==> src/verilog/gpg_consts.vh <==
/*
 constants for the eight-pin port group control block: register offsets,
 field positions, reset values and filter timing.
 assumes inclusion by bare name from the design file.
*/
`ifndef GPG_CONSTS_VH
`define GPG_CONSTS_VH

// ----------------------------------------
// register offsets (word index on the port)
// ----------------------------------------
`define GPG_OFS_DATA        3'h0
`define GPG_OFS_IO_ENABLE   3'h1
`define GPG_OFS_PULL_CTRL   3'h2
`define GPG_OFS_IRQ_FLAGS   3'h3
`define GPG_OFS_IRQ_CTRL    3'h4
`define GPG_OFS_DEBOUNCE    3'h5
`define GPG_OFS_MODE_SEL    3'h6

// ----------------------------------------
// field positions
// ----------------------------------------
`define GPG_HI_MSB          15
`define GPG_HI_LSB          8
`define GPG_LO_MSB          7
`define GPG_LO_LSB          0

// ----------------------------------------
// reset values
// ----------------------------------------
`define GPG_RST_REG16       16'h0000
`define GPG_RST_BYTE        8'h00

// ----------------------------------------
// filter timing
// ----------------------------------------
`define GPG_FILTER_SAMPLES  2

`endif

==> src/verilog/gpg_port.v <==
/*
 one eight-pin general-purpose port group: output drive, enables, hi-z,
 readback, pull control, edge interrupt flags, debounce and mode select.
 assumes pins may be asynchronous to core_clk_i, the register port never waits,
 and port_filter_clock_i is a synchronous enable-like tick from the clock tree.
*/
// Our own choices: the register addresses and the strobed register port.
// Function
// - output enable drives pin with data
// - peripheral pin ignores output data bit
// - data low byte reads gated pin levels
// - peripheral pin hides input from software
// - enable register: input high, output low
// - output disabled releases pin to hi-z
// - in and out enabled reads driven level
// - enables ignored for peripheral pins
// - pull select up one, down zero
// - pull only while output disabled
// - pull settings ignored for peripheral pins
// - flags write-one-clear, upper bits read zero
// - edge select one falling, zero rising
// - per-pin interrupt enable bits
// - debounce enable routes through filter
// - mode bit one selects peripheral
// - control registers act only in gpio mode
// - mode bit zero selects gpio
// - selected edge sets pin flag
// - request only for enabled set flag
// - filter drops pulses under one-two ticks
`include "gpg_consts.vh"
`default_nettype none

module gpg_port #(
	parameter integer PINS = 8
) (
	input  wire            core_clk_i,
	input  wire            rst_i,
	input  wire [2:0]      reg_addr_i,
	input  wire [15:0]     reg_wdata_i,
	input  wire            reg_write_i,
	input  wire            reg_read_i,
	output reg  [15:0]     reg_rdata_o,
	input  wire            port_filter_clock_i,
	input  wire [PINS-1:0] pin_i,
	output reg  [PINS-1:0] pin_o,
	output reg  [PINS-1:0] pin_oe_n_o,
	output reg  [PINS-1:0] pull_up_o,
	output reg  [PINS-1:0] pull_down_o,
	output reg  [PINS-1:0] periph_in_o,
	input  wire [PINS-1:0] periph_out_i,
	input  wire [PINS-1:0] periph_oe_i,
	input  wire [PINS-1:0] periph_pull_up_i,
	input  wire [PINS-1:0] periph_pull_down_i,
	output reg             irq_o
);

	// ----------------------------------------
	// registers
	// ----------------------------------------
	reg  [PINS-1:0] pin_output_value_q;
	reg  [PINS-1:0] pin_input_enable_q;
	reg  [PINS-1:0] pin_output_enable_q;
	reg  [PINS-1:0] pull_direction_select_q;
	reg  [PINS-1:0] pull_resistor_enable_q;
	reg  [PINS-1:0] irq_edge_select_q;
	reg  [PINS-1:0] pin_irq_enable_q;
	reg  [PINS-1:0] debounce_enable_q;
	reg  [PINS-1:0] pin_function_select_q;
	reg  [PINS-1:0] in_prev_q;
	reg  [PINS-1:0] pin_input_value_q;
	reg  [15:0]     rdata_d;

	wire [PINS-1:0] gpio_mode;
	wire [PINS-1:0] pin_cond;
	wire [PINS-1:0] in_gated;
	wire [PINS-1:0] edge_hit;
	wire [PINS-1:0] out_en;
	wire [PINS-1:0] out_val;
	wire [PINS-1:0] pull_on;
	wire            wr_flags;
	wire [PINS-1:0] sync2_q;
	wire [PINS-1:0] filt_q;
	wire [PINS-1:0] pin_irq_flag_q;
	wire [PINS-1:0] flag_set;
	wire [PINS-1:0] flag_clr;

	assign gpio_mode = ~pin_function_select_q;

	assign pin_cond = (debounce_enable_q & filt_q) | (~debounce_enable_q & sync2_q);

	assign in_gated = pin_cond & pin_input_enable_q & gpio_mode;

	assign edge_hit = (irq_edge_select_q & in_prev_q & ~in_gated)
		| (~irq_edge_select_q & ~in_prev_q & in_gated);

	assign out_en  = (gpio_mode & pin_output_enable_q) | (~gpio_mode & periph_oe_i);
	assign out_val = (gpio_mode & pin_output_value_q) | (~gpio_mode & periph_out_i);
	assign pull_on = gpio_mode & pull_resistor_enable_q & ~pin_output_enable_q;

	assign wr_flags = reg_write_i && (reg_addr_i == `GPG_OFS_IRQ_FLAGS);

	// ----------------------------------------
	// flag set and clear
	// ----------------------------------------
	// only gpio pins raise causes
	assign flag_set = edge_hit & gpio_mode;
	assign flag_clr = {PINS{wr_flags}} & reg_wdata_i[`GPG_LO_MSB:`GPG_LO_LSB];

	// ----------------------------------------
	// synchroniser, debounce filter and flags
	// ----------------------------------------
	gpg_sync #(
		.WIDTH(PINS)
	) i_sync (
		.core_clk_i(core_clk_i),
		.rst_i     (rst_i),
		.async_i   (pin_i),
		.sync_o    (sync2_q)
	);

	genvar g;
	generate
		for (g = 0; g < PINS; g = g + 1)
		begin : g_pin
			gpg_filter #(
				.SAMPLES(`GPG_FILTER_SAMPLES)
			) i_filt (
				.core_clk_i(core_clk_i),
				.rst_i     (rst_i),
				.tick_i    (port_filter_clock_i),
				.level_i   (sync2_q[g]),
				.level_o   (filt_q[g])
			);
			gpg_flag i_flag (
				.core_clk_i(core_clk_i),
				.rst_i     (rst_i),
				.set_i     (flag_set[g]),
				.clear_i   (flag_clr[g]),
				.flag_o    (pin_irq_flag_q[g])
			);
		end
	endgenerate

	// ----------------------------------------
	// register writes
	// ----------------------------------------
	always @(posedge core_clk_i)
	begin
		if (rst_i)
		begin
			pin_output_value_q      <= `GPG_RST_BYTE;
			pin_input_enable_q      <= `GPG_RST_BYTE;
			pin_output_enable_q     <= `GPG_RST_BYTE;
			pull_direction_select_q <= `GPG_RST_BYTE;
			pull_resistor_enable_q  <= `GPG_RST_BYTE;
			irq_edge_select_q       <= `GPG_RST_BYTE;
			pin_irq_enable_q        <= `GPG_RST_BYTE;
			debounce_enable_q       <= `GPG_RST_BYTE;
			pin_function_select_q   <= `GPG_RST_BYTE;
			in_prev_q               <= `GPG_RST_BYTE;
			pin_input_value_q       <= `GPG_RST_BYTE;
		end
		else
		begin
			in_prev_q         <= in_gated;
			pin_input_value_q <= in_gated;
			if (reg_write_i)
			begin
				case (reg_addr_i)
					`GPG_OFS_DATA:
						pin_output_value_q <= reg_wdata_i[`GPG_HI_MSB:`GPG_HI_LSB];
					`GPG_OFS_IO_ENABLE:
					begin
						pin_input_enable_q  <= reg_wdata_i[`GPG_HI_MSB:`GPG_HI_LSB];
						pin_output_enable_q <= reg_wdata_i[`GPG_LO_MSB:`GPG_LO_LSB];
					end
					`GPG_OFS_PULL_CTRL:
					begin
						pull_direction_select_q <= reg_wdata_i[`GPG_HI_MSB:`GPG_HI_LSB];
						pull_resistor_enable_q  <= reg_wdata_i[`GPG_LO_MSB:`GPG_LO_LSB];
					end
					`GPG_OFS_IRQ_CTRL:
					begin
						irq_edge_select_q <= reg_wdata_i[`GPG_HI_MSB:`GPG_HI_LSB];
						pin_irq_enable_q  <= reg_wdata_i[`GPG_LO_MSB:`GPG_LO_LSB];
					end
					`GPG_OFS_DEBOUNCE:
						debounce_enable_q <= reg_wdata_i[`GPG_LO_MSB:`GPG_LO_LSB];
					`GPG_OFS_MODE_SEL:
						pin_function_select_q <= reg_wdata_i[`GPG_LO_MSB:`GPG_LO_LSB];
					default:
						pin_output_value_q <= pin_output_value_q;
				endcase
			end
		end
	end

	// ----------------------------------------
	// read mux
	// ----------------------------------------
	always @*
	begin
		rdata_d = `GPG_RST_REG16;
		case (reg_addr_i)
			`GPG_OFS_DATA:
				rdata_d = {pin_output_value_q, pin_input_value_q};
			`GPG_OFS_IO_ENABLE:
				rdata_d = {pin_input_enable_q, pin_output_enable_q};
			`GPG_OFS_PULL_CTRL:
				rdata_d = {pull_direction_select_q, pull_resistor_enable_q};
			`GPG_OFS_IRQ_FLAGS:
				rdata_d = {`GPG_RST_BYTE, pin_irq_flag_q};
			`GPG_OFS_IRQ_CTRL:
				rdata_d = {irq_edge_select_q, pin_irq_enable_q};
			`GPG_OFS_DEBOUNCE:
				rdata_d = {`GPG_RST_BYTE, debounce_enable_q};
			`GPG_OFS_MODE_SEL:
				rdata_d = {`GPG_RST_BYTE, pin_function_select_q};
			default:
				rdata_d = `GPG_RST_REG16;
		endcase
	end

	// ----------------------------------------
	// outputs, all registered
	// ----------------------------------------
	always @(posedge core_clk_i)
	begin
		if (rst_i)
		begin
			reg_rdata_o <= `GPG_RST_REG16;
			pin_o       <= `GPG_RST_BYTE;
			pin_oe_n_o  <= {PINS{1'b1}};
			pull_up_o   <= `GPG_RST_BYTE;
			pull_down_o <= `GPG_RST_BYTE;
			periph_in_o <= `GPG_RST_BYTE;
			irq_o       <= 1'b0;
		end
		else
		begin
			reg_rdata_o <= reg_read_i ? rdata_d : `GPG_RST_REG16;
			pin_o       <= out_val;
			pin_oe_n_o  <= ~out_en;
			pull_up_o   <= (pull_on & pull_direction_select_q)
				| (~gpio_mode & periph_pull_up_i);
			pull_down_o <= (pull_on & ~pull_direction_select_q)
				| (~gpio_mode & periph_pull_down_i);
			// peripheral sees raw synchronised level
			periph_in_o <= sync2_q;
			irq_o       <= |(pin_irq_flag_q & pin_irq_enable_q & gpio_mode);
		end
	end

endmodule // gpg_port

module gpg_sync #(
	parameter integer WIDTH = 8
) (
	input  wire             core_clk_i,
	input  wire             rst_i,
	input  wire [WIDTH-1:0] async_i,
	output reg  [WIDTH-1:0] sync_o
);

	// ----------------------------------------
	// two-stage synchroniser
	// ----------------------------------------
	reg  [WIDTH-1:0] stage1_q;

	// first stage feeds only the second stage
	always @(posedge core_clk_i)
	begin
		if (rst_i)
		begin
			stage1_q <= {WIDTH{1'b0}};
			sync_o   <= {WIDTH{1'b0}};
		end
		else
		begin
			stage1_q <= async_i;
			sync_o   <= stage1_q;
		end
	end

endmodule // gpg_sync

module gpg_filter #(
	parameter integer SAMPLES = `GPG_FILTER_SAMPLES
) (
	input  wire core_clk_i,
	input  wire rst_i,
	input  wire tick_i,
	input  wire level_i,
	output reg  level_o
);

	// ----------------------------------------
	// debounce counter
	// ----------------------------------------
	// limitation: two-bit count, so SAMPLES up to four
	reg  [1:0] cnt_q;

	// level must hold over filter ticks
	always @(posedge core_clk_i)
	begin
		if (rst_i)
		begin
			cnt_q   <= 2'h0;
			level_o <= 1'b0;
		end
		else if (level_i == level_o)
			// any return to the old level restarts it
			cnt_q <= 2'h0;
		else if (tick_i)
		begin
			if (cnt_q == SAMPLES - 1)
			begin
				level_o <= level_i;
				cnt_q   <= 2'h0;
			end
			else
				cnt_q <= cnt_q + 2'h1;
		end
	end

endmodule // gpg_filter

module gpg_flag (
	input  wire core_clk_i,
	input  wire rst_i,
	input  wire set_i,
	input  wire clear_i,
	output reg  flag_o
);

	// ----------------------------------------
	// sticky cause flag
	// ----------------------------------------
	// set wins so no edge is lost to a clear
	always @(posedge core_clk_i)
	begin
		if (rst_i)
			flag_o <= 1'b0;
		else if (set_i)
			flag_o <= 1'b1;
		else if (clear_i)
			flag_o <= 1'b0;
	end

endmodule // gpg_flag

`default_nettype wire

==> config.mk <==
export PLATFORM = sky130hd
export DESIGN_NAME = gpg_port
export DESIGN_NICKNAME = d
export VERILOG_FILES = /design/src/verilog/gpg_port.v
export VERILOG_INCLUDE_DIRS = /design/src /design/src/verilog
export SDC_FILE = /design/constraint.sdc
export NUM_CORES = 1
export LEC_CHECK = 0
export ABC_AREA = 1
export BUFFER_PORTS_ARGS = -buffer_cell sky130_fd_sc_hd__buf_2
export CORE_MARGIN = 2
export CORE_UTILIZATION = 57
export CTS_CLUSTER_DIAMETER = 30
export DETAILED_ROUTE_END_ITERATION = 7
export PLACE_DENSITY = 0.81
export SLEW_MARGIN = 25
export SYNTH_ARGS = -nofsm -noshare
export SYNTH_HDL_FRONTEND = slang
export SYNTH_SLANG_ARGS = --single-unit
==> constraint.sdc <==
create_clock -name core_clk_i -period 2.8 [get_ports core_clk_i]
set_input_delay 0.14 -clock core_clk_i [delete_from_list [all_inputs] [get_ports core_clk_i]]
set_output_delay 0.14 -clock core_clk_i [all_outputs]
set_load 0.1 [all_outputs]
==> results.txt <==
- CTS saw about 190 sinks.
* Final setup viols: 0
* Synthesized Nets: 1031
- The final number of hold-violating endpoints was 0.
- In the final layout, the share of cells above drive strength 1 is 15.55%.
* Number of iterations in the first detailed-routing pass: 6
* Maximum level of the CTS H-tree: 4
- Worst setup path class: input pin to flip-flop
* Startpoint of the worst-slack reg-to-reg timing path: pin_function_select_q[7]
- Fmax: 601.4 MHz
* Antenna violations before repair: 0
- On the final layout, the worst clock skew is between 0.009 and 0.01 ns.
* Distinct cells, synth: 30
* Total of flip-flops plus latches after synthesis: 185
* Clock latency on the worst-skew pair: 0.44 ns
* Kind of end point of the critical path: flip-flop
* Largest net degree at the start of global routing: 87
- The number of global-route vias before repair was 6458.
* Number of antenna-violating nets in the routed design: 0
- In this run the critical register-to-register path is captured at irq_o.
* Effective utilization at floorplan: 58.08%
- Gpl congestion: between 0.9 and 1
- Dpl cell area: ~7900 um^2
- In this run the worst path has a maximum fanout of 27.
- Cells taking the most area after synthesis: sky130_fd_sc_hd__dfxtp_1 51%, sky130_fd_sc_hd__nor2_1 8.2%, sky130_fd_sc_hd__a21oi_1 7.1%, sky130_fd_sc_hd__nand2_1 6.9%, sky130_fd_sc_hd__o21ai_0 5.7%
* Max-cap violations: 0
* HPWL after detailed placement: 12.65 mm
- Vias per cell: between 5 and 6
- Headroom to the max-slew limit came out at a little under two fifths.
* Logic gate share of total power: 9.8%
- Run status: completed
- Aggregate global-route resource usage: 29.03%
- After layout, the design draws a total of 5.570 mW.
- Clk Tree Root Cell: sky130_fd_sc_hd__clkbuf_16
* Global routing usage on met3: 6.643%
- Largest registers: g_pin.i_filt.cnt_q (16), reg_rdata_o (16)
- From synthesis to final layout, the design area changed by 20.89%.
* Internal power summed over all cells: 4.121 mW
* Met1 capacity usage during global routing: 34.15%
- Worst reg-to-reg path cell count: 5
- Buffers added on ports: 120
* First-pass GRT wire length: 30.39 mm
* Final nets: 1170
* Number of enable flip-flop cells after synthesis: 0
* Pin slew with the least headroom to its limit: 0.9326 ns
- The core region is roughly 13000 um^2.
- TritonCTS built the clock tree.
- Non-Filler Cell Area, Final: just under 9000 um^2
- 0 antenna diodes ended up in the layout.
* Setup repair after global routing missed its margin: false
* Via count: 7022
- Dividing total power by cell area gives a power density of 631.2 nW/um^2.
* Final min period: 1.663 ns
* Floorplan die area: approximately 14000 um^2
- For the worst setup path, the data arrival time is around 2.0 ns.
- Buffers inserted during clock tree synthesis total 17.
- Of the total power, registers draw 49.4%.
* Async set-reset flop share out of synthesis: 0%
- Across the VDD grid, the largest voltage drop is 0.0003900 V.
- In the final routed layout, each cell accounts on average for about 15 um.
* Final worst path period share: 59.39%
* Area fraction of the dominant cell type after synthesis: 50.74%
- Worst setup endpoint: pin_irq_enable_q[4]
* Ports: 121
* Row Count: approximately 40
- Total of warnings raised by yosys: 0
* Grt met2 use: 49.62%
- Counting along the longest clock path gives a buffer depth of 2.
* Post-route DRC violation count: 0
* Final-report max-slew violation count: 0
- Worst hold path class: input pin to flip-flop
- Cell taking the most area after synthesis: sky130_fd_sc_hd__dfxtp_1
- Clock network power share: 40.8%
* Total length of routed wires: 19.25 mm
* Crit start category: input pin
- Sw power: 1.449 mW
- Fraction of power spent switching nets: 26.01%
- For this run, the leading register cell type out of synthesis is sky130_fd_sc_hd__dfxtp_1.
- After clock tree synthesis, the clock-pin slew on the worst setup and hold paths is 0.06 ns.
* Chip height: between 100 and 150 um
- The die is around 120 um wide.
* Final total negative setup slack: 0 ns
- For this run the aggregate overflow at the end of global routing stands at 0.
- Starting DRC count in detailed routing: 656
- The most critical setup path has its startpoint at reg_addr_i[2].
* Cell count after synthesis: just under 1k
- Synth Cell Area: 7300 um^2
- Data on the critical path is required at its endpoint by ~3.1 ns.
- Highest-utilization routing layer at the global route stage: met2
- Most common cell in the netlist: sky130_fd_sc_hd__dfxtp_1
- Across all register-to-register paths, the minimum setup slack is 1.47 ns.
- Leakage power total: 3.660 nW
- After synthesis, the mean cell area works out to around 7.5 um^2.
- For this run, the register share of the synthesized area comes to 50.74%.
* Top cells by count, synth: 185 x sky130_fd_sc_hd__dfxtp_1, 160 x sky130_fd_sc_hd__nor2_1, 135 x sky130_fd_sc_hd__nand2_1, 106 x sky130_fd_sc_hd__inv_1, 104 x sky130_fd_sc_hd__a21oi_1
area by class of cell:
type | count | area (um^2)
tap | 172 | 215.2
clock buffer | 20 | 456.7
inverter | 112 | 427.9
timing repair buffer | 160 | 993.5
fill | 1034 | 3744
multi-input combinational | 630 | 2928
clock inverter | 12 | 100.1
sequential | 185 | 3704
through the flow:
step                cells  utilization, %  hold slack, ns  setup slack (ns)
global route         1291           70.21         0.01616            0.9105
CTS                  1291           70.21        0.003276             1.185
detailed placement   1222           62.84          0.3284            0.7807
floorplan             967               -          0.2404             1.670
finish               1291           70.21        0.003190             1.137
global placement     1222           62.84          0.3269            0.8588
cell usage in the layout, fill, tap and decap left out, types with 9 or more instances in the layout:
| cell | Yosys | layout |
|---|---|---|
| sky130_fd_sc_hd__nand3_1 | 70 | 70 |
| sky130_fd_sc_hd__o21ai_0 | 83 | 83 |
| sky130_fd_sc_hd__clkbuf_16 | 0 | 17 |
| sky130_fd_sc_hd__buf_2 | 9 | 120 |
| sky130_fd_sc_hd__inv_1 | 106 | 106 |
| sky130_fd_sc_hd__nand2_1 | 135 | 135 |
| sky130_fd_sc_hd__nor3_1 | 18 | 18 |
| sky130_fd_sc_hd__nor2_1 | 160 | 160 |
| sky130_fd_sc_hd__o21ai_1 | 13 | 13 |
| sky130_fd_sc_hd__a21oi_1 | 104 | 104 |
| sky130_fd_sc_hd__dfxtp_1 | 185 | 185 |
| sky130_fd_sc_hd__o22ai_1 | 9 | 9 |
| sky130_fd_sc_hd__dlygate4sd3_1 | 0 | 37 |
power by group through the flow:
stage | registers [mW] | clock network [mW] | logic (mW)
after global placement | 2.81 | 0 | 0.490
final | 2.75 | 2.27 | 0.547
after floorplan | 2.94 | 0 | 0.230
after detailed placement | 2.81 | 0 | 0.496
after global routing | 2.76 | 2.40 | 0.594
after CTS | 2.75 | 2.28 | 0.539
layer usage:
metal  vias up  part of all wire [%]
li1       3426                     -
met1      3212                    39
met2       317                    49
met3        67                   7.5
met4         0                   4.0
met5         -                     0
what timing repair did:
| item | in CTS | in global routing |
|---|---|---|
| setup buffers | 0 | 0 |
| endpoints found under the setup margin | 0 | 0 |
| gates resized for setup | 0 | 0 |
| hold buffers | 37 | 0 |
| endpoints found under the hold margin | 37 | 0 |
worst max-delay path, stage by stage:
cell and delay (ns):
sky130_fd_sc_hd__buf_2 0.44, sky130_fd_sc_hd__nand2_1 0.45, sky130_fd_sc_hd__inv_2 0.25, sky130_fd_sc_hd__nand2_2 0.31, sky130_fd_sc_hd__o21ai_0 0.30, sky130_fd_sc_hd__a21oi_1 0.07
cell families (layout without fill, tap and decap cells):
kind of cell           after synthesis  count (layout)  synth area share, %
and+or+nand+nor                    403             403                23.88
AOI/OAI and AO/OA                  227             227                16.23
buffers and inverters              152             304                9.153
DFF                                185             185                50.74
worst min path at each step:
| stage | start | slack (ns) | to | depth (start not counted) |
|---|---|---|---|---|
| final | periph_out_i[2] | 0.003 | pin_o[2] | 3 |
| after global placement | periph_oe_i[5] | 0.33 | pin_oe_n_o[5] | 2 |
| after floorplan | periph_oe_i[0] | 0.24 | pin_oe_n_o[0] | 1 |
| after global routing | periph_out_i[2] | 0.02 | pin_o[2] | 3 |
| after detailed placement | periph_oe_i[1] | 0.33 | pin_oe_n_o[1] | 2 |
| after CTS | periph_out_i[2] | 0.003 | pin_o[2] | 3 |
Power figures use the tool's default switching activity.
